## src/hdl/pdt_pkg.sv

```systemverilog
// constants and encodings for the prescaled down-counter timer
//----------------------------------------------------------------
// Summary of operation
// loadable 8-bit down counter, 7-bit prescaler
// counter reaching zero sets request flag
// irq only when flag, no mask, core unmasked
// counter keeps decrementing past zero
// counter reads never disturb counting
// flag stays set until software clears
// counter read before service drops interrupt
// masked flag still sets for polling
// tap select bits 0-2; prescaler hidden
// taps divide by 1 to 128
// bit 3 clears prescaler, reads zero
// source and pin bits choose count input
// internal source is cycle clock, runs in wait
// advance on falling edge of count input
// power-on or stop loads counter F0
// stop clears flag, sets mask, clears prescaler
// resets clear flag, set mask only; power-on reset also clears prescaler, src, pin_en and tap
// timer keeps counting during wait
// vector 1FF8/1FF9, or 1FF6/1FF7 from wait
// counter writes take effect at data strobe
// disabled input holds prescaler and counter
//----------------------------------------------------------------
package pdt_pkg;
    localparam logic [1:0] PDT_ADDR_COUNTER = 2'h0;
    localparam logic [1:0] PDT_ADDR_CONTROL = 2'h1;
    localparam logic [1:0] PDT_ADDR_VECTOR = 2'h2;
    localparam int PDT_FLAG_BIT = 7;
    localparam int PDT_MASK_BIT = 6;
    localparam int PDT_SRC_BIT = 5;
    localparam int PDT_PIN_BIT = 4;
    localparam int PDT_PCLR_BIT = 3;
    localparam int PDT_TAP_HI = 2;
    localparam int PDT_TAP_W = 3;
    localparam int PDT_PRE_W = 7;
    localparam int PDT_CNT_W = 8;
    localparam logic [7:0] PDT_CNT_INIT = 8'hF0;
    localparam logic [7:0] PDT_CNT_ONE = 8'h01;
    localparam logic [7:0] PDT_ZERO8 = 8'h00;
    localparam logic [15:0] PDT_VEC_RUN = 16'h1FF8;
    localparam logic [15:0] PDT_VEC_WAIT = 16'h1FF6;
    localparam logic [1:0] PDT_MODE_INT = 2'b00;
    localparam logic [1:0] PDT_MODE_AND = 2'b01;
    localparam logic [1:0] PDT_MODE_OFF = 2'b10;
    localparam logic [1:0] PDT_MODE_PIN = 2'b11;
endpackage : pdt_pkg

```

## src/hdl/pdt_timer.sv

```systemverilog
// prescaled down-counter timer with control register
//
// Local design decisions: the plain strobed port and the register addresses.
`timescale 1ns/100ps
module pdt_timer
    import pdt_pkg::*;
(
    input wire logic clk_sys_i,
    input wire logic sys_rst_i,
    input wire logic clk_en_i,
    input wire logic por_i,
    input wire logic cycle_clk_i,
    input wire logic count_pin_i,
    input wire logic core_imask_i,
    input wire logic core_wait_i,
    input wire logic core_stop_i,
    input wire logic irq_ack_i,
    input wire logic [1:0] addr_i,
    input wire logic [7:0] wdata_i,
    input wire logic wr_i,
    input wire logic rd_i,
    output logic [7:0] rdata_o,
    output logic irq_o,
    output logic [15:0] vector_o
);
    typedef struct packed {
        logic [PDT_CNT_W-1:0] counter;
        logic [PDT_PRE_W-1:0] prescaler;
        logic flag;
        logic mask;
        logic src;
        logic pin_en;
        logic [PDT_TAP_W-1:0] tap;
        logic pending;
        logic stop_prev;
        logic [7:0] rdata;
    } pdt_state_t;

    pdt_state_t st_r;
    pdt_state_t st_nxt;
    logic tick;
    logic stop_entry;
    logic cnt_wr;
    logic ctl_wr;
    logic cnt_rd;
    logic [PDT_PRE_W:0] pre_ext;
    logic [PDT_PRE_W:0] pre_inc;
    logic cnt_step;
    logic hit_zero;

    // tap n steps when prescaler bit n-1 falls: divide by 2^n
    function automatic logic tap_step(input logic [PDT_PRE_W:0] nowv,
                                      input logic [PDT_PRE_W:0] nextv,
                                      input logic [PDT_TAP_W-1:0] sel);
        logic [PDT_PRE_W:0] chg;
        chg = nowv ^ nextv;
        tap_step = (sel == '0) ? 1'b1 :
                   (chg[sel - 3'd1] & ~nextv[sel - 3'd1]);
    endfunction : tap_step

    //----------------------------------------------------------------
    // count input
    //----------------------------------------------------------------
    pdt_edge_src u_src (
        .clk_sys_i(clk_sys_i),
        .sys_rst_i(sys_rst_i),
        .clk_en_i(clk_en_i),
        .cycle_clk_i(cycle_clk_i),
        .count_pin_i(count_pin_i),
        .mode_i({st_r.src, st_r.pin_en}),
        .tick_o(tick)
    );

    assign stop_entry = core_stop_i & ~st_r.stop_prev;
    assign cnt_wr = wr_i & (addr_i == PDT_ADDR_COUNTER);
    assign ctl_wr = wr_i & (addr_i == PDT_ADDR_CONTROL);
    assign cnt_rd = rd_i & (addr_i == PDT_ADDR_COUNTER);

    //----------------------------------------------------------------
    // prescaler and counter step
    //----------------------------------------------------------------
    always_comb begin
        // stop halts the oscillator: no advance while stopped
        pre_ext = {1'b0, st_r.prescaler};
        pre_inc = pre_ext + 8'h01;
        cnt_step = tick & ~core_stop_i & tap_step(pre_ext, pre_inc,
                                                  st_r.tap);
        hit_zero = cnt_step & (st_r.counter == PDT_CNT_ONE) & ~cnt_wr;
    end

    //----------------------------------------------------------------
    // next state
    //----------------------------------------------------------------
    always_comb begin
        st_nxt = st_r;
        st_nxt.stop_prev = core_stop_i;
        // tick is only a falling edge; wait does not gate it
        if (tick && !core_stop_i) begin
            st_nxt.prescaler = pre_inc[PDT_PRE_W-1:0];
        end
        if (cnt_step) begin
            st_nxt.counter = st_r.counter - PDT_CNT_ONE;
        end
        // read never changes count; read data registered
        st_nxt.rdata = PDT_ZERO8;
        if (rd_i) begin
            unique case (addr_i)
                PDT_ADDR_COUNTER: st_nxt.rdata = st_r.counter;
                PDT_ADDR_CONTROL: st_nxt.rdata = {st_r.flag, st_r.mask,
                    st_r.src, st_r.pin_en, 1'b0, st_r.tap};
                PDT_ADDR_VECTOR: st_nxt.rdata = vector_o[7:0];
                default: st_nxt.rdata = PDT_ZERO8;
            endcase
        end
        if (cnt_wr) begin
            st_nxt.counter = wdata_i;
        end
        if (ctl_wr) begin
            st_nxt.flag = wdata_i[PDT_FLAG_BIT];
            st_nxt.mask = wdata_i[PDT_MASK_BIT];
            st_nxt.src = wdata_i[PDT_SRC_BIT];
            st_nxt.pin_en = wdata_i[PDT_PIN_BIT];
            st_nxt.tap = wdata_i[PDT_TAP_HI:0];
            if (wdata_i[PDT_PCLR_BIT]) begin
                st_nxt.prescaler = '0;
            end
        end
        // flag and pending stay until software or service
        if (irq_ack_i || cnt_rd) begin
            st_nxt.pending = 1'b0;
        end
        if (hit_zero) begin
            st_nxt.flag = 1'b1;
            st_nxt.pending = 1'b1;
        end
        if (ctl_wr && !wdata_i[PDT_FLAG_BIT] && !hit_zero) begin
            st_nxt.pending = 1'b0;
        end
        if (stop_entry) begin
            st_nxt.flag = 1'b0;
            st_nxt.mask = 1'b1;
            st_nxt.pending = 1'b0;
            st_nxt.prescaler = '0;
            st_nxt.counter = PDT_CNT_INIT;
        end
        if (por_i) begin
            st_nxt.counter = PDT_CNT_INIT;
        end
    end

    // irq needs flag, pending, no mask, core unmasked
    assign irq_o = st_r.flag & st_r.pending & ~st_r.mask & ~core_imask_i;
    assign vector_o = core_wait_i ? PDT_VEC_WAIT : PDT_VEC_RUN;
    assign rdata_o = st_r.rdata;

    //----------------------------------------------------------------
    // state register
    //----------------------------------------------------------------
    always_ff @(posedge clk_sys_i) begin
        if (sys_rst_i) begin
            st_r.flag <= 1'b0;
            st_r.mask <= 1'b1;
            st_r.pending <= 1'b0;
            st_r.stop_prev <= 1'b0;
            st_r.rdata <= PDT_ZERO8;
            if (por_i) begin
                st_r.counter <= PDT_CNT_INIT;
                st_r.prescaler <= '0;
                st_r.src <= 1'b0;
                st_r.pin_en <= 1'b0;
                st_r.tap <= '0;
            end
        end else if (clk_en_i) begin
            st_r <= st_nxt;
        end
    end
endmodule : pdt_timer

```

## src/hdl/pdt_edge_src.sv

```systemverilog
// count-input selection, pin sync and falling-edge detect
`timescale 1ns/100ps
module pdt_edge_src
    import pdt_pkg::*;
(
    input wire logic clk_sys_i,
    input wire logic sys_rst_i,
    input wire logic clk_en_i,
    input wire logic cycle_clk_i,
    input wire logic count_pin_i,
    input wire logic [1:0] mode_i,
    output logic tick_o
);
    typedef struct packed {
        logic pin_s1;
        logic pin_s2;
        logic sel_prev;
    } pdt_src_state_t;

    pdt_src_state_t st_r;
    pdt_src_state_t st_nxt;
    logic sel;

    //----------------------------------------------------------------
    // source mux
    //----------------------------------------------------------------
    always_comb begin
        unique case (mode_i)
            PDT_MODE_INT: sel = cycle_clk_i;
            PDT_MODE_AND: sel = cycle_clk_i & st_r.pin_s2;
            PDT_MODE_OFF: sel = 1'b0;
            PDT_MODE_PIN: sel = st_r.pin_s2;
        endcase
    end

    always_comb begin
        st_nxt = st_r;
        st_nxt.pin_s1 = count_pin_i;
        st_nxt.pin_s2 = st_r.pin_s1;
        st_nxt.sel_prev = sel;
    end

    // falling edge of the chosen input
    assign tick_o = clk_en_i & st_r.sel_prev & ~sel;

    always_ff @(posedge clk_sys_i) begin
        if (sys_rst_i) begin
            st_r <= '0;
        end else if (clk_en_i) begin
            st_r <= st_nxt;
        end
    end
endmodule : pdt_edge_src

```

## config.mk

```make
export PLATFORM = sky130hd
export DESIGN_NAME = pdt_timer
export DESIGN_NICKNAME = d
export VERILOG_FILES = /design/src/hdl/pdt_pkg.sv /design/src/hdl/pdt_timer.sv /design/src/hdl/pdt_edge_src.sv
export SDC_FILE = /design/constraint.sdc
export NUM_CORES = 1
export LEC_CHECK = 0
export ABC_CLOCK_PERIOD_IN_PS = 2830
export BUFFER_PORTS_ARGS = -buffer_cell sky130_fd_sc_hd__buf_4
export CORE_UTILIZATION = 54
export DETAILED_ROUTE_END_ITERATION = 10
export PLACE_DENSITY = 0.79
export SYNTH_ARGS = -nofsm -noshare
export SYNTH_HDL_FRONTEND = slang
export SYNTH_HIERARCHICAL = 1
export SYNTH_SLANG_ARGS = --single-unit
export TNS_END_PERCENT = 10
```

## constraint.sdc

```tcl
create_clock -name clk_sys_i -period 2.83 [get_ports clk_sys_i]
set_input_delay 0.566 -clock clk_sys_i [delete_from_list [all_inputs] [get_ports clk_sys_i]]
set_output_delay 0.566 -clock clk_sys_i [all_outputs]
set_load 0.02 [all_outputs]
```

---- After elaboration in Yosys (flattened, before gate mapping) ----
Cells that the tools add are included.
storage, ports and cells
  flip-flop bits (word level) ............. 35
cells by class
  add/subtract/negate cells ............... 3
  $lt $le $gt $ge ......................... 1
  eq/ne operators ......................... 7
  muxes and demuxes ....................... 25
  bitwise gates (word level) .............. 23
  reductions and logical operators ........ 22
operator list
  operator               count
  $mux W32               2
  $mux W8                4
  $pmux W8 S3            1
  $mux W17               1
  $and A1 B1 Y1          15
  $mux W15               1
  $mux W14               1
  $mux W7                2
  $add A7 B1 Y8 const B  1
  $eq A8 B1 Y1 const B   1
  $mux W1                8
  $reduce_and A2 Y1      4
  $reduce_bool A4 Y1     2
  $sub A8 B1 Y8 const B  1
  $xor A7 B8 Y8          1
  $not A1 Y1             7
  $bmux W1 S3            2
  $eq A2 B2 Y1 const B   3
  $reduce_and A3 Y1      2
  $reduce_bool A2 Y1     3
  $mux W5                1
  $eq A2 B1 Y1 const B   2
  $logic_not A2 Y1       2
  $lt A3 B4 Y1 const B   1
  other kinds (9)        13

---- Depth between registers and ports, before layout ----
Gate-level depths: netlist (run 1).
  depth after elaboration ................. 15
  mapped depth ............................ 7
  mapped depth without buffers ............ 6

---- Cells and area by module ----
Netlist (run 1), hierarchy kept.
by module, submodules not included
  module        instances  cells each  area each (um^2)  seq. area each (um^2)
  pdt_timer     1          221         2055.7            840.8
  pdt_edge_src  1          14          146.4             60.1

---- Least setup slack after synthesis (run 1) ----
OpenSTA, ideal clock, no wires.
  path kind ............................... reg-to-reg
  start ................................... reg st_r[10] (netlist name)
  end ..................................... reg st_r[24] (netlist name) (enable)
  setup time .............................. 375 ps
  data arrival time ....................... 1760 ps
  required time ........................... 2455 ps
  path slack .............................. 695 ps
  cell stages (with the launch flop) ...... 8
  period minus slack after synthesis ...... 2135 ps
  cell sequence ........................... edfxtp_1 -> clkbuf_1 -> inv_1 -> ha_1 -> nand3_1 -> o22ai_1 -> o211ai_1 -> o2bb2ai_1
on the way
  word-level cells in the longest chain between the ends .. 9
  elaborated cells on any way between the ends .. 12
ends and longest elaborated chain
  element                                  RTL line          text
  from (decl)                              pdt_timer.sv:39   pdt_state_t st_r;
  from (signal assigned)                   pdt_timer.sv:174  st_r <= st_nxt;
  $sub A3 B1 Y3                            pdt_timer.sv:58   (chg[sel - 3'd1] & ~nextv[sel - 3'd1]);
  $bmux W1 S3                              pdt_timer.sv:58
  $mux W1 (implied by the code)            pdt_timer.sv:58
  $not A1 Y1                               pdt_timer.sv:58
  $and A1 B1 Y1                            pdt_timer.sv:58
  $mux W1 (*)                              pdt_timer.sv:57   tap_step = (sel == '0) ? 1'b1 :
  $and A1 B1 Y1 (*)                        pdt_timer.sv:86   cnt_step = tick & ~core_stop_i & tap_step(pre_ext, pre_inc,
  $reduce_bool A4 Y1 (no source line) (*)  --
  $reduce_and A3 Y1 (no source line) (*)   --
Every way passes the cells marked *; elsewhere a longest branch is shown, timed or not. The select of a mux whose other input is x is not followed.
A chain may end at the register's enable or synchronous reset.

---- Worst setup path in the final report (run 1) ----
  start ................................... reg st_r[10] (netlist name)
  end ..................................... reg st_r[30] (netlist name) (enable)
Same word-level chain as after synthesis.

==> metrics.md, run 1 <==
| Metric | Value |
|---|---|
| Post-CTS Setup Inserts | `0` |
| Gate power share | `16.0%` |
| Relative slew slack | `52.3%` |
| R2R depth | `7` |
| Filler cells | `350` |
| RSZ-0062 raised after global routing | `no` |
| Flop pwr share | `52.0%` |
| Global route overflow | `0` |
| Worst VDD drop | `401 µV` |
| CP startpoint kind | `flop` |
| Number of flops mapped to enable cells by yosys | `20` |
| Final worst path period need | `2.10 ns` |
| Die Height | `65.9 µm` |
| Hold Path Sink | `rdata_o[0]` |
| CTS tree | `done` |
| Port bufs | `33` |
| Hold WC Path Type | `reg -> reg` |
| CP peak stage delay | `0.53 ns` |
| DRC Markers | `0` |
| Die ar. | `0.00434 mm²` |
| Final Hold Viols | `0` |
| CP Cell Sequence | `inv_1 > ha_1 > nand3_1 > o22ai_1 > o211ai_1 > o2bb2ai_1 > buf_4` |
| GPL Wtd Cong | `0.853` |
| Crit end category | `flop` |
| Hold Buf Count CTS | `0` |
| Setup TNS | `0 ns` |
| Final Max Tran Viols | `0` |
| Worst-Margin Slew | `0.713 ns` |
| Max-cap violations | `0` |
| Min-delay src | `rdata_o[0]` |
| H-tree depth | `2` |
| Inst Count DP | `296` |
| Count of cells resized by post-cts repair | `0` |
| Cell Count, Final, Fillers Out | `304` |
| Top FF cell, synth | `edfxtp_1` |
| Detailed-router iteration count before antenna repair | `4` |
| Synth warn | `6` |
| Worst path depth | `7` |
| Slowest cell on crit path | `edfxtp_1` |
| Total routed wirelength | `4520 µm` |
| WP buf/inv | `2` |
| Post-route ant nets | `0` |
| Drt wl/cell | `14.9 µm` |
| CTS Root Cell | `clkbuf_8` |
| Reg-to-Reg End | `st_r[30]` |
| Max Fclk | `0.475 GHz` |
| Netlist Area Pre-Place | `0.00220 mm²` |
| Data required, critical path | `2.84 ns` |
| Outcome | `complete, no violations` |
| Wire length of the first global-routing pass | `7530 µm` |
| Cell row count | `22` |
| Crit Path Max Fanout | `9` |
| CP delay by family, top | `flip-flops` |
| Clock sinks | `35` |
| Distinct cells, synth | `51` |
| IO Pins | `47` |
| Final period util | `74.4%` |
| Register bit total from synthesis | `35` |
| Clock slew seen by the registers of the worst setup and hold paths | `0.08 ns` |
| Net Switching | `332 µW` |
| P_int | `814 µW` |
| Cell area power density | `472 mW/mm²` |
| Post-Synthesis Cells | `235` |
| Die width | `65.9 µm` |
| CTS Buffer Depth | `2` |
| Finish-stage setup viols | `0` |
| Syn Area/Cell | `9.37 µm²` |
| Worst Path Arrival | `2.12 ns` |
| Vias in the first global route | `1600` |
| Worst Setup Path Type | `reg -> reg` |
| WHS Path Cells | `2` |
| Leak | `0.000990 µW` |
| Initial antenna violation count | `0` |
| Iter 0 DRT Violations | `139` |
| Vias post-DR | `1747` |
| Starting density of the core | `58.0%` |
| Layout Skew | `0.00951 ns` |
| Fin Hold WS | `0.474 ns` |
| Crit Reg-Reg Startpoint | `st_r[10]` |
| Switching share of power | `29.0%` |
| N_diodes | `0` |
| Tot GR Track Use | `23.5%` |
| Worst skew pair latency | `0.30 ns` |
| Area Growth Syn to Fin | `10.4%` |
| Share of layout cells above drive strength 1 | `18.4%` |
| Nets | `282` |
| Register area share after synthesis | `40.9%` |
| Largest net degree at the start of global routing | `20` |
| Core box area | `0.00380 mm²` |
| Hpwl dp | `3390 µm` |
| Asr flop ratio synth | `0%` |
| Clk network pwr share | `32.0%` |
| TritonCTS Buffers | `5` |
| R2R Setup Slk | `0.73 ns` |
| Vias per cell | `5.75` |
## cells in the final DEF, fill, tap and decap left out, types with 2 or more instances in the layout
cell,n
a211oi_1,4
a21oi_1,10
a221oi_1,3
a22o_1,6
and2b_1,2
and3_1,6
buf_4,35
clkbuf_8,5
clkinvlp_4,2
conb_1,13
dfxtp_1,15
edfxtp_1,20
ha_1,5
inv_1,6
mux2i_1,6
nand2_1,17
nand2b_1,5
nand3_1,3
nand3b_1,2
nand4_1,4
nand4b_1,3
nor2_1,26
nor2b_1,4
nor3_1,3
nor3b_1,3
nor4bb_1,2
o21ai_0,11
o22ai_1,2
or3b_1,2
xnor2_1,4
xor2_1,7
## layout make-up
cell class | count | area (µm²) | area share (%)
clock buffers | 5 | 68.8 | 2.83
clock inverters | 3 | 20.0 | 0.823
inverters | 6 | 22.5 | 0.926
multi-input cells | 172 | 1100 | 45.1
flip-flops and latches | 35 | 901 | 37.1
well taps | 48 | 60.1 | 2.47
repair buffers | 35 | 263 | 10.8
## registers in the layout, summed over array words and instances, names as in the netlist
| signal | cells |
|---|---|
| pre_ext | 7 |
| u_src/st_r | 2 |
| st_r | 17 |
| rdata_o | 8 |
| u_src/st_nxt | 1 |
## worst min-delay path: stages (launching register included)
cell,delay [ns]
dfxtp_1,0.31
nand2b_1,0.06
a21oi_1,0.06
## cell families after synthesis
family / after synthesis / share of synthesized area (%)
adders and majority gates: 5 / 2.84
DFF: 35 / 40.9
other: 2 / 0.341
muxes: 7 / 3.24
xor gates and xnor gates: 11 / 4.37
AOI/OAI and AO/OA: 46 / 14.4
buffers and inverters: 39 / 11.2
and+or+nand+nor: 90 / 22.7
## worst max path at each step
stage,start,slack [ns],endpoint
2_1_floorplan,st_r[10],0.69,st_r[24]
3_3_place_gp,addr_i[1],0.80,st_r[28]
3_5_place_dp,sys_rst_i,0.76,st_r[29]
4_1_cts,st_r[10],0.76,st_r[29]
5_1_grt,st_r[10],0.60,st_r[26]
6_report,st_r[10],0.73,st_r[30]
## per-stage QoR
step                worst slack (ns)  utilization, %  power (µW)  area, µm²
detailed placement             0.761            61.7         788       2340
global route                   0.598            64.0        1200       2430
global placement               0.800            61.7         784       2340
floorplan                      0.695               -         742       2240
CTS                            0.764            64.0        1150       2430
finish                         0.725            64.0        1150       2430
## power by group through the flow
stage | clock (µW) | sequential [µW] | combinational [µW]
final | 367 | 596 | 184
after detailed placement | 0 | 606 | 182
after global routing | 393 | 600 | 203
after floorplan | 0 | 596 | 146
after CTS | 369 | 595 | 183
after global placement | 0 | 605 | 178
## cell usage after synthesis (4+ instances only)
library cell | instances | area [µm²]
a211oi_1 | 4 | 30.0
a21oi_1 | 10 | 50.1
a22o_1 | 6 | 52.6
and3_1 | 6 | 37.5
buf_4 | 24 | 180
clkbuf_1 | 6 | 22.5
dfxtp_1 | 15 | 300
edfxtp_1 | 20 | 601
ha_1 | 5 | 62.6
inv_1 | 6 | 22.5
mux2i_1 | 6 | 60.1
nand2_1 | 17 | 63.8
nand2b_1 | 5 | 31.3
nand4_1 | 4 | 25.0
nor2_1 | 26 | 97.6
nor2b_1 | 4 | 25.0
o21ai_0 | 11 | 55.1
xnor2_1 | 4 | 35.0
xor2_1 | 7 | 61.3
## routing by layer
| metal | track usage (%) | part of all wire (%) | up-vias | wire length [µm] |
|---|---|---|---|---|
| li1 | - | - | 851 | - |
| met1 | 32.6 | 46 | 809 | 2070 |
| met2 | 34.4 | 44 | 77 | 1990 |
| met3 | 5.86 | 8.2 | 10 | 372 |
| met4 | 10.1 | 2.2 | 0 | 99 |
| met5 | 0 | 0 | - | 0 |
Power figures use the tool's default switching activity.
==> run 2: changes to the inputs <==
--- a/config.mk
+++ b/config.mk
@@ -5,11 +5,12 @@
 export SDC_FILE = /design/constraint.sdc
 export NUM_CORES = 1
 export LEC_CHECK = 0
-export ABC_CLOCK_PERIOD_IN_PS = 2830
+export ABC_AREA = 1
+export ABC_CLOCK_PERIOD_IN_PS = 1800
 export BUFFER_PORTS_ARGS = -buffer_cell sky130_fd_sc_hd__buf_4
-export CORE_UTILIZATION = 54
+export CORE_UTILIZATION = 49
 export DETAILED_ROUTE_END_ITERATION = 10
-export PLACE_DENSITY = 0.79
+export PLACE_DENSITY = 0.76
 export SYNTH_ARGS = -nofsm -noshare
 export SYNTH_HDL_FRONTEND = slang
 export SYNTH_HIERARCHICAL = 1
==> constraint.sdc (replaced) <==
create_clock -name clk_sys_i -period 1.8 [get_ports clk_sys_i]
set_input_delay 0.36 -clock clk_sys_i [delete_from_list [all_inputs] [get_ports clk_sys_i]]
set_output_delay 0.36 -clock clk_sys_i [all_outputs]
set_load 0.02 [all_outputs]
==> run 2 against run 1 <==
  * The run now ends with setup timing left
  * Synthesized area down 0.51%
  * Fmax up 13%
  * Critical path depth up 2
  * Cell count up 24%
  * Combinational power up 110%
  * Final area up 11%
  * Via count up 12%
  * Global-route usage down 0.096 points
  * Power up 62%
  * Sequential share of layout area down 3.6 points
  * First-iteration DRC count up 16%
  * Highest routed layer unchanged
==> metrics.md, run 2 <==
| Metric | Value |
|---|---|
| Outcome | `finished, violations left` |
| Failing checks | `setup timing` |
| Detailed-router iteration count before antenna repair | `4` |
| Hpwl dp | `3880 µm` |
| Worst setup margin | `-0.0564 ns` |
| IO Pins | `47` |
| Finish-stage setup viols | `9` |
| Worst VDD drop | `514 µV` |
| Asr flop ratio synth | `0%` |
| Number of flops mapped to enable cells by yosys | `20` |
| Crit end category | `flop` |
| RSZ-0062 raised after global routing | `yes` |
| H-tree depth | `2` |
| Vias in the first global route | `1784` |
| Most frequent cell after synthesis | `nand2_1` |
| Register bit total from synthesis | `35` |
| CTS Root Cell | `clkbuf_8` |
| Data required, critical path | `1.76 ns` |
| Largest net degree at the start of global routing | `13` |
| Crit Path Max Fanout | `8` |
| Starting density of the core | `52.9%` |
| Global route overflow | `0` |
| Largest Register | `st_r` |
| Worst path depth | `9` |
| Worst Path Arrival | `1.82 ns` |
| Vias per cell | `5.19` |
| Filler cells | `348` |
| Hold WC Path Type | `in -> reg` |
| Final Max Tran Viols | `0` |
| Metal3 WL | `353 µm` |
| Post-route cell area | `0.00269 mm²` |
| Wire length of the first global-routing pass | `7960 µm` |
| CTS tree | `done` |
| CP startpoint | `st_r[10]` |
| Cell Count, Final, Fillers Out | `376` |
| Synth area leaders | `edfxtp_1, dfxtp_1, nand2_1` |
| Top sig layer | `met4` |
| Vias post-DR | `1952` |
| Total Power | `1850 µW` |
| Clock slew seen by the registers of the worst setup and hold paths | `0.07 ns` |
| Total routed wirelength | `5110 µm` |
| Core box area | `0.00414 mm²` |
| Post-placement setup slack | `-0.0609 ns` |
| Worst skew pair latency | `0.28 ns` |
| Initial antenna violation count | `0` |
| Area Growth Syn to Fin | `22.7%` |
| Top FF cell, synth | `edfxtp_1` |
| Worst setup path end | `st_r[28]` |
| Most frequent cells in the layout | `buf_4, nand2_1, inv_1` |
| Die ar. | `0.00474 mm²` |
| Iter 0 DRT Violations | `161` |
| Netlist Area Pre-Place | `0.00219 mm²` |
| WL met1 | `2180 µm` |
| Post-synth top area share | `27.4%` |
| Yosys top cell by area | `edfxtp_1` |
| Leading cell type in the layout, fill and taps excluded | `buf_4` |
| Clock sinks | `35` |
| Nets | `352` |
| R2R depth | `9` |
| Drt wl/cell | `13.6 µm` |
| Placement Cell Area | `0.00250 mm²` |
| Die Height | `68.9 µm` |
| Syn Area/Cell | `7.91 µm²` |
| TritonCTS Buffers | `5` |
| Share of layout cells above drive strength 1 | `28.2%` |
| Distinct cells, synth | `37` |
| WL met2 | `2530 µm` |
| Final Hold Viols | `0` |
| CTS Buffer Depth | `2` |
| Register area share after synthesis | `41.1%` |
| Fin Hold WS | `0.308 ns` |
| Leak | `0.00125 µW` |
| Reg-to-Reg End | `st_r[28]` |
| Inst Count DP | `361` |
| Synth warn | `6` |
| Number of flip-flops in the largest register | `17` |
| Top post-synthesis cells by count | `nand2_1, inv_1, buf_4, nor2_1, edfxtp_1` |
| Port bufs | `33` |
| DRC Markers | `0` |
| Layout Skew | `0.00403 ns` |
| CP delay by family, top | `compound AO/OA/AOI/OAI gates` |
| Cell area power density | `690 mW/mm²` |
| Post-Synthesis Cells | `277` |
| Die width | `68.9 µm` |
| Final period util | `103%` |
| CP peak stage delay | `0.41 ns` |
| Slowest cell on crit path | `edfxtp_1` |
| CP Cell Sequence | `inv_2 > ha_4 > a21oi_2 > nand3_1 > nand2_1 > nand2_1 > nand3_2 > a21oi_2 > a21boi_4` |
| R2R Setup Slk | `-0.06 ns` |
| Max-cap violations | `0` |
| WP buf/inv | `1` |
| Crit Reg-Reg Startpoint | `st_r[10]` |
| N_diodes | `0` |
| Tot GR Track Use | `23.4%` |
| Final worst path period need | `1.86 ns` |
| Post-route ant nets | `0` |
| Cell row count | `23` |
| Worst Setup Path Type | `reg -> reg` |
| GPL Wtd Cong | `0.913` |
| CP startpoint kind | `flop` |
| Max Fclk | `0.539 GHz` |
-- run 2: cell count changes in the layout (fill, tap and decap cells not counted), moves of 5 or more --
cell      before  now
o21ai_0       11   16
nand2b_1       5    0
nand2_1       17   50
a31oi_1        1    7
nand3_1        3   10
and3_1         6    0
inv_2          0    7
inv_1          6   36
buf_4         35   54
mux2i_1        6    0
-- run 2: routing by layer --
layer  GRT usage (%)  vias up
met2            41.3       84
met3            4.61        6
met1            28.1      876
li1                -      986
met4            8.16        0
met5               0        -
-- run 2: final cells by class --
type / count / area [µm²] / share of cell area, %
repair buffers: 55 / 417 / 15.5
clock buffers: 7 / 76.3 / 2.84
clock inverters: 1 / 5.00 / 0.186
flip-flops and latches: 35 / 901 / 33.5
well taps: 50 / 62.6 / 2.33
multi-input cells: 183 / 1050 / 39.2
inverters: 45 / 174 / 6.47
-- run 2: worst min path at each step --
stage	startpoint	end	slack [ns]	cells after the start
after floorplan	st_r[8]	st_r[8]	0.43	2
after global placement	rdata_o[7]	rdata_o[7]	0.44	2
after detailed placement	rdata_o[6]	rdata_o[6]	0.45	2
after CTS	sys_rst_i	st_r[9]	0.30	2
after global routing	sys_rst_i	u_src/st_nxt[1]	0.30	2
final	sys_rst_i	st_r[9]	0.31	2
-- run 2: worst register-to-register path: cells and delay by family, from the launching register on --
family / cells / cell delay (ns)
AND/OR/NAND/NOR: 4 / 0.32
buffers and inverters: 1 / 0.12
AO/OA/AOI/OAI: 3 / 0.47
flip-flops: 1 / 0.41
adder cells (fa/ha/maj): 1 / 0.22
-- run 2: what timing repair did --
item,CTS,global route
hold buffers,0,0
buffers inserted,7,0
resized for setup,8,7
pin swaps,10,4
endpoints found under the setup margin,8,16
-- run 2: logic make-up (layout without fill, tap and decap cells) --
kind of cell	Yosys count	count (layout)	share of synthesized area, %
other	2	13	0.343
AOI/OAI and AO/OA	58	58	16.0
and+or+nand+nor	103	103	22.0
adders and majority gates	5	5	2.86
DFF	35	35	41.1
xor gates and xnor gates	4	4	1.60
buffers and inverters	70	108	16.1
-- run 2: power by group --
part / leakage, µW / internal [µW] / total, µW / switching [µW]
registers: 0.000311 / 896 / 935 / 39.0
logic: 0.000898 / 155 / 378 / 223
clock network: 0.0000422 / 271 / 541 / 270
total: 0.00125 / 1320 / 1850 / 532
-- run 2: metrics by stage --
stage               TNS, ns  util [%]
floorplan                 0         -
global placement          0      60.4
detailed placement   -0.485      60.4
CTS                  -0.109      64.4
global route          -1.28      64.9
finish               -0.477      64.9
==> run 3: changes to the inputs <==
--- a/config.mk
+++ b/config.mk
@@ -8,6 +8,7 @@
 export ABC_AREA = 1
 export ABC_CLOCK_PERIOD_IN_PS = 1800
 export BUFFER_PORTS_ARGS = -buffer_cell sky130_fd_sc_hd__buf_4
+export CORE_MARGIN = 2
 export CORE_UTILIZATION = 49
 export DETAILED_ROUTE_END_ITERATION = 10
 export PLACE_DENSITY = 0.76
==> run 3 against run 2 <==
  * The run still ends with setup timing left
  * Highest routed layer unchanged
  * Hold slack worse by 0.0063 ns
  * Power hardly changed
  * Die area is 5.9% higher
  * Sequential power hardly changed
  * Critical path type unchanged
  * Sequential cell count stayed put
==> metrics.md, run 3 (synthesized netlist as in run 2, its figures left out) <==
| Metric | Value |
|---|---|
| Outcome | `finished, violations left` |
| Failing checks | `setup timing` |
| Worst Setup Path Type | `reg -> reg` |
| Vias in the first global route | `1798` |
| R2R depth | `8` |
| RSZ-0062 raised after global routing | `yes` |
| CTS tree | `done` |
| Crit Path Max Fanout | `8` |
| DRC Markers | `0` |
| Data required, critical path | `1.77 ns` |
| H-tree depth | `2` |
| Largest net degree at the start of global routing | `14` |
| Clock sinks | `35` |
| IO Pins | `47` |
| Iter 0 DRT Violations | `193` |
| Post-placement setup slack | `-0.0686 ns` |
| Layout Skew | `0.00382 ns` |
| Post-route ant nets | `0` |
| Final period util | `102%` |
| CTS Root Cell | `clkbuf_8` |
| Port bufs | `33` |
| Cell row count | `24` |
| Hold Buf Count CTS | `0` |
| CP startpoint | `pre_ext[0]` |
| Core box area | `0.00432 mm²` |
| TritonCTS Buffers | `5` |
| Area Growth Syn to Fin | `21.8%` |
| R2R Setup Slk | `-0.04 ns` |
| Final Hold Viols | `0` |
| Cell area power density | `696 mW/mm²` |
| Tot GR Track Use | `20.3%` |
| Clock slew seen by the registers of the worst setup and hold paths | `0.07 ns` |
| Largest Register | `st_r` |
| CTS Buffer Depth | `2` |
| GPL Wtd Cong | `0.983` |
| Die ar. | `0.00502 mm²` |
| Leading cell type in the layout, fill and taps excluded | `buf_4` |
| Worst setup margin | `-0.0398 ns` |
| Final core utilization | `61.7%` |
| Initial antenna violation count | `0` |
| Die width | `70.9 µm` |
| Share of layout cells above drive strength 1 | `28.1%` |
| Most frequent cells in the layout | `buf_4, nand2_1, inv_1` |
| Global route overflow | `0` |
| Hpwl dp | `3820 µm` |
| Final Max Tran Viols | `0` |
| Total routed wirelength | `4880 µm` |
| Max Fclk | `0.544 GHz` |
| Finish-stage setup viols | `8` |
| N_diodes | `0` |
| Drt wl/cell | `13.0 µm` |
| CP startpoint kind | `flop` |
| Worst VDD drop | `324 µV` |
| Die Height | `70.9 µm` |
| Worst skew pair latency | `0.29 ns` |
| Crit Reg-Reg Startpoint | `pre_ext[0]` |
| Number of flip-flops in the largest register | `17` |
| Worst Path Arrival | `1.81 ns` |
| Filler cells | `396` |
| Max-cap violations | `0` |
| Nets | `350` |
| Starting density of the core | `50.7%` |
| Wire length of the first global-routing pass | `8030 µm` |
| Worst setup path end | `st_r[28]` |
| Vias per cell | `5.12` |
| Crit end category | `flop` |
| Reg-to-Reg End | `st_r[28]` |
| Vias post-DR | `1924` |
| Leak | `0.00124 µW` |
| Hold WC Path Type | `in -> reg` |
| Final worst path period need | `1.84 ns` |
| Detailed-router iteration count before antenna repair | `4` |
-- run 3: worst min-delay path by stage --
stage | startpoint | endpoint | slack [ns] | cells after the start
floorplan | st_r[8] | st_r[8] | 0.43 | 2
CTS | sys_rst_i | u_src/st_nxt[1] | 0.30 | 2
global placement | rdata_o[7] | rdata_o[7] | 0.44 | 2
finish | sys_rst_i | st_r[9] | 0.30 | 2
global route | sys_rst_i | st_r[9] | 0.31 | 2
detailed placement | rdata_o[7] | rdata_o[7] | 0.45 | 2
-- run 3: worst max-delay path: stages, from the launching register on --
cell and delay, ns:
edfxtp_1 0.40, ha_1 0.32, inv_2 0.07, nand3_2 0.07
a21oi_2 0.13, nand2_1 0.08, nand3_2 0.09, a21oi_2 0.07
a21boi_4 0.29
-- run 3: metrics by stage --
step                total power, µW  hold slack (ns)  cell area (µm²)  setup TNS, ns  cells
finish                         1860            0.302             2670         -0.303    376
global route                   1930            0.310             2670          -1.14    376
CTS                            1850            0.298             2630         -0.127    375
detailed placement             1290            0.446             2510         -0.547    364
global placement               1280            0.442             2510              0    364
floorplan                      1180            0.429             2260              0    288
-- run 3: where the power goes --
| part | switching (µW) | leakage [µW] | internal [µW] | total, µW |
|---|---|---|---|---|
| clock network | 285 | 0.0000422 | 272 | 556 |
| logic | 219 | 0.000891 | 147 | 366 |
| registers | 37.2 | 0.000311 | 896 | 933 |
-- run 3: routing by layer --
metal	vias to the layer above	track usage (%)	wire length, µm	part of all wire (%)
met5	-	0	0	0
met4	0	6.29	88	1.8
met3	10	4.70	304	6.2
met2	67	33.7	2310	47
met1	864	26.5	2180	45
li1	983	-	-	-
-- run 3: layout make-up --
cell class	count	area (µm²)	area share [%]
tap	52	65.1	2.44
multi-input combinational	183	1050	39.3
clock buffer	7	76.3	2.86
sequential	35	901	33.8
inverter	45	174	6.52
clock inverter	1	5.00	0.188
timing repair buffer	53	398	14.9
-- run 3: repair_timing --
action,in CTS,in global routing
setup buffers,3,1
endpoints found under the setup margin,8,14
resized for setup,5,8
endpoints found under the hold margin,0,0
pin swaps,4,6
cloned,0,0
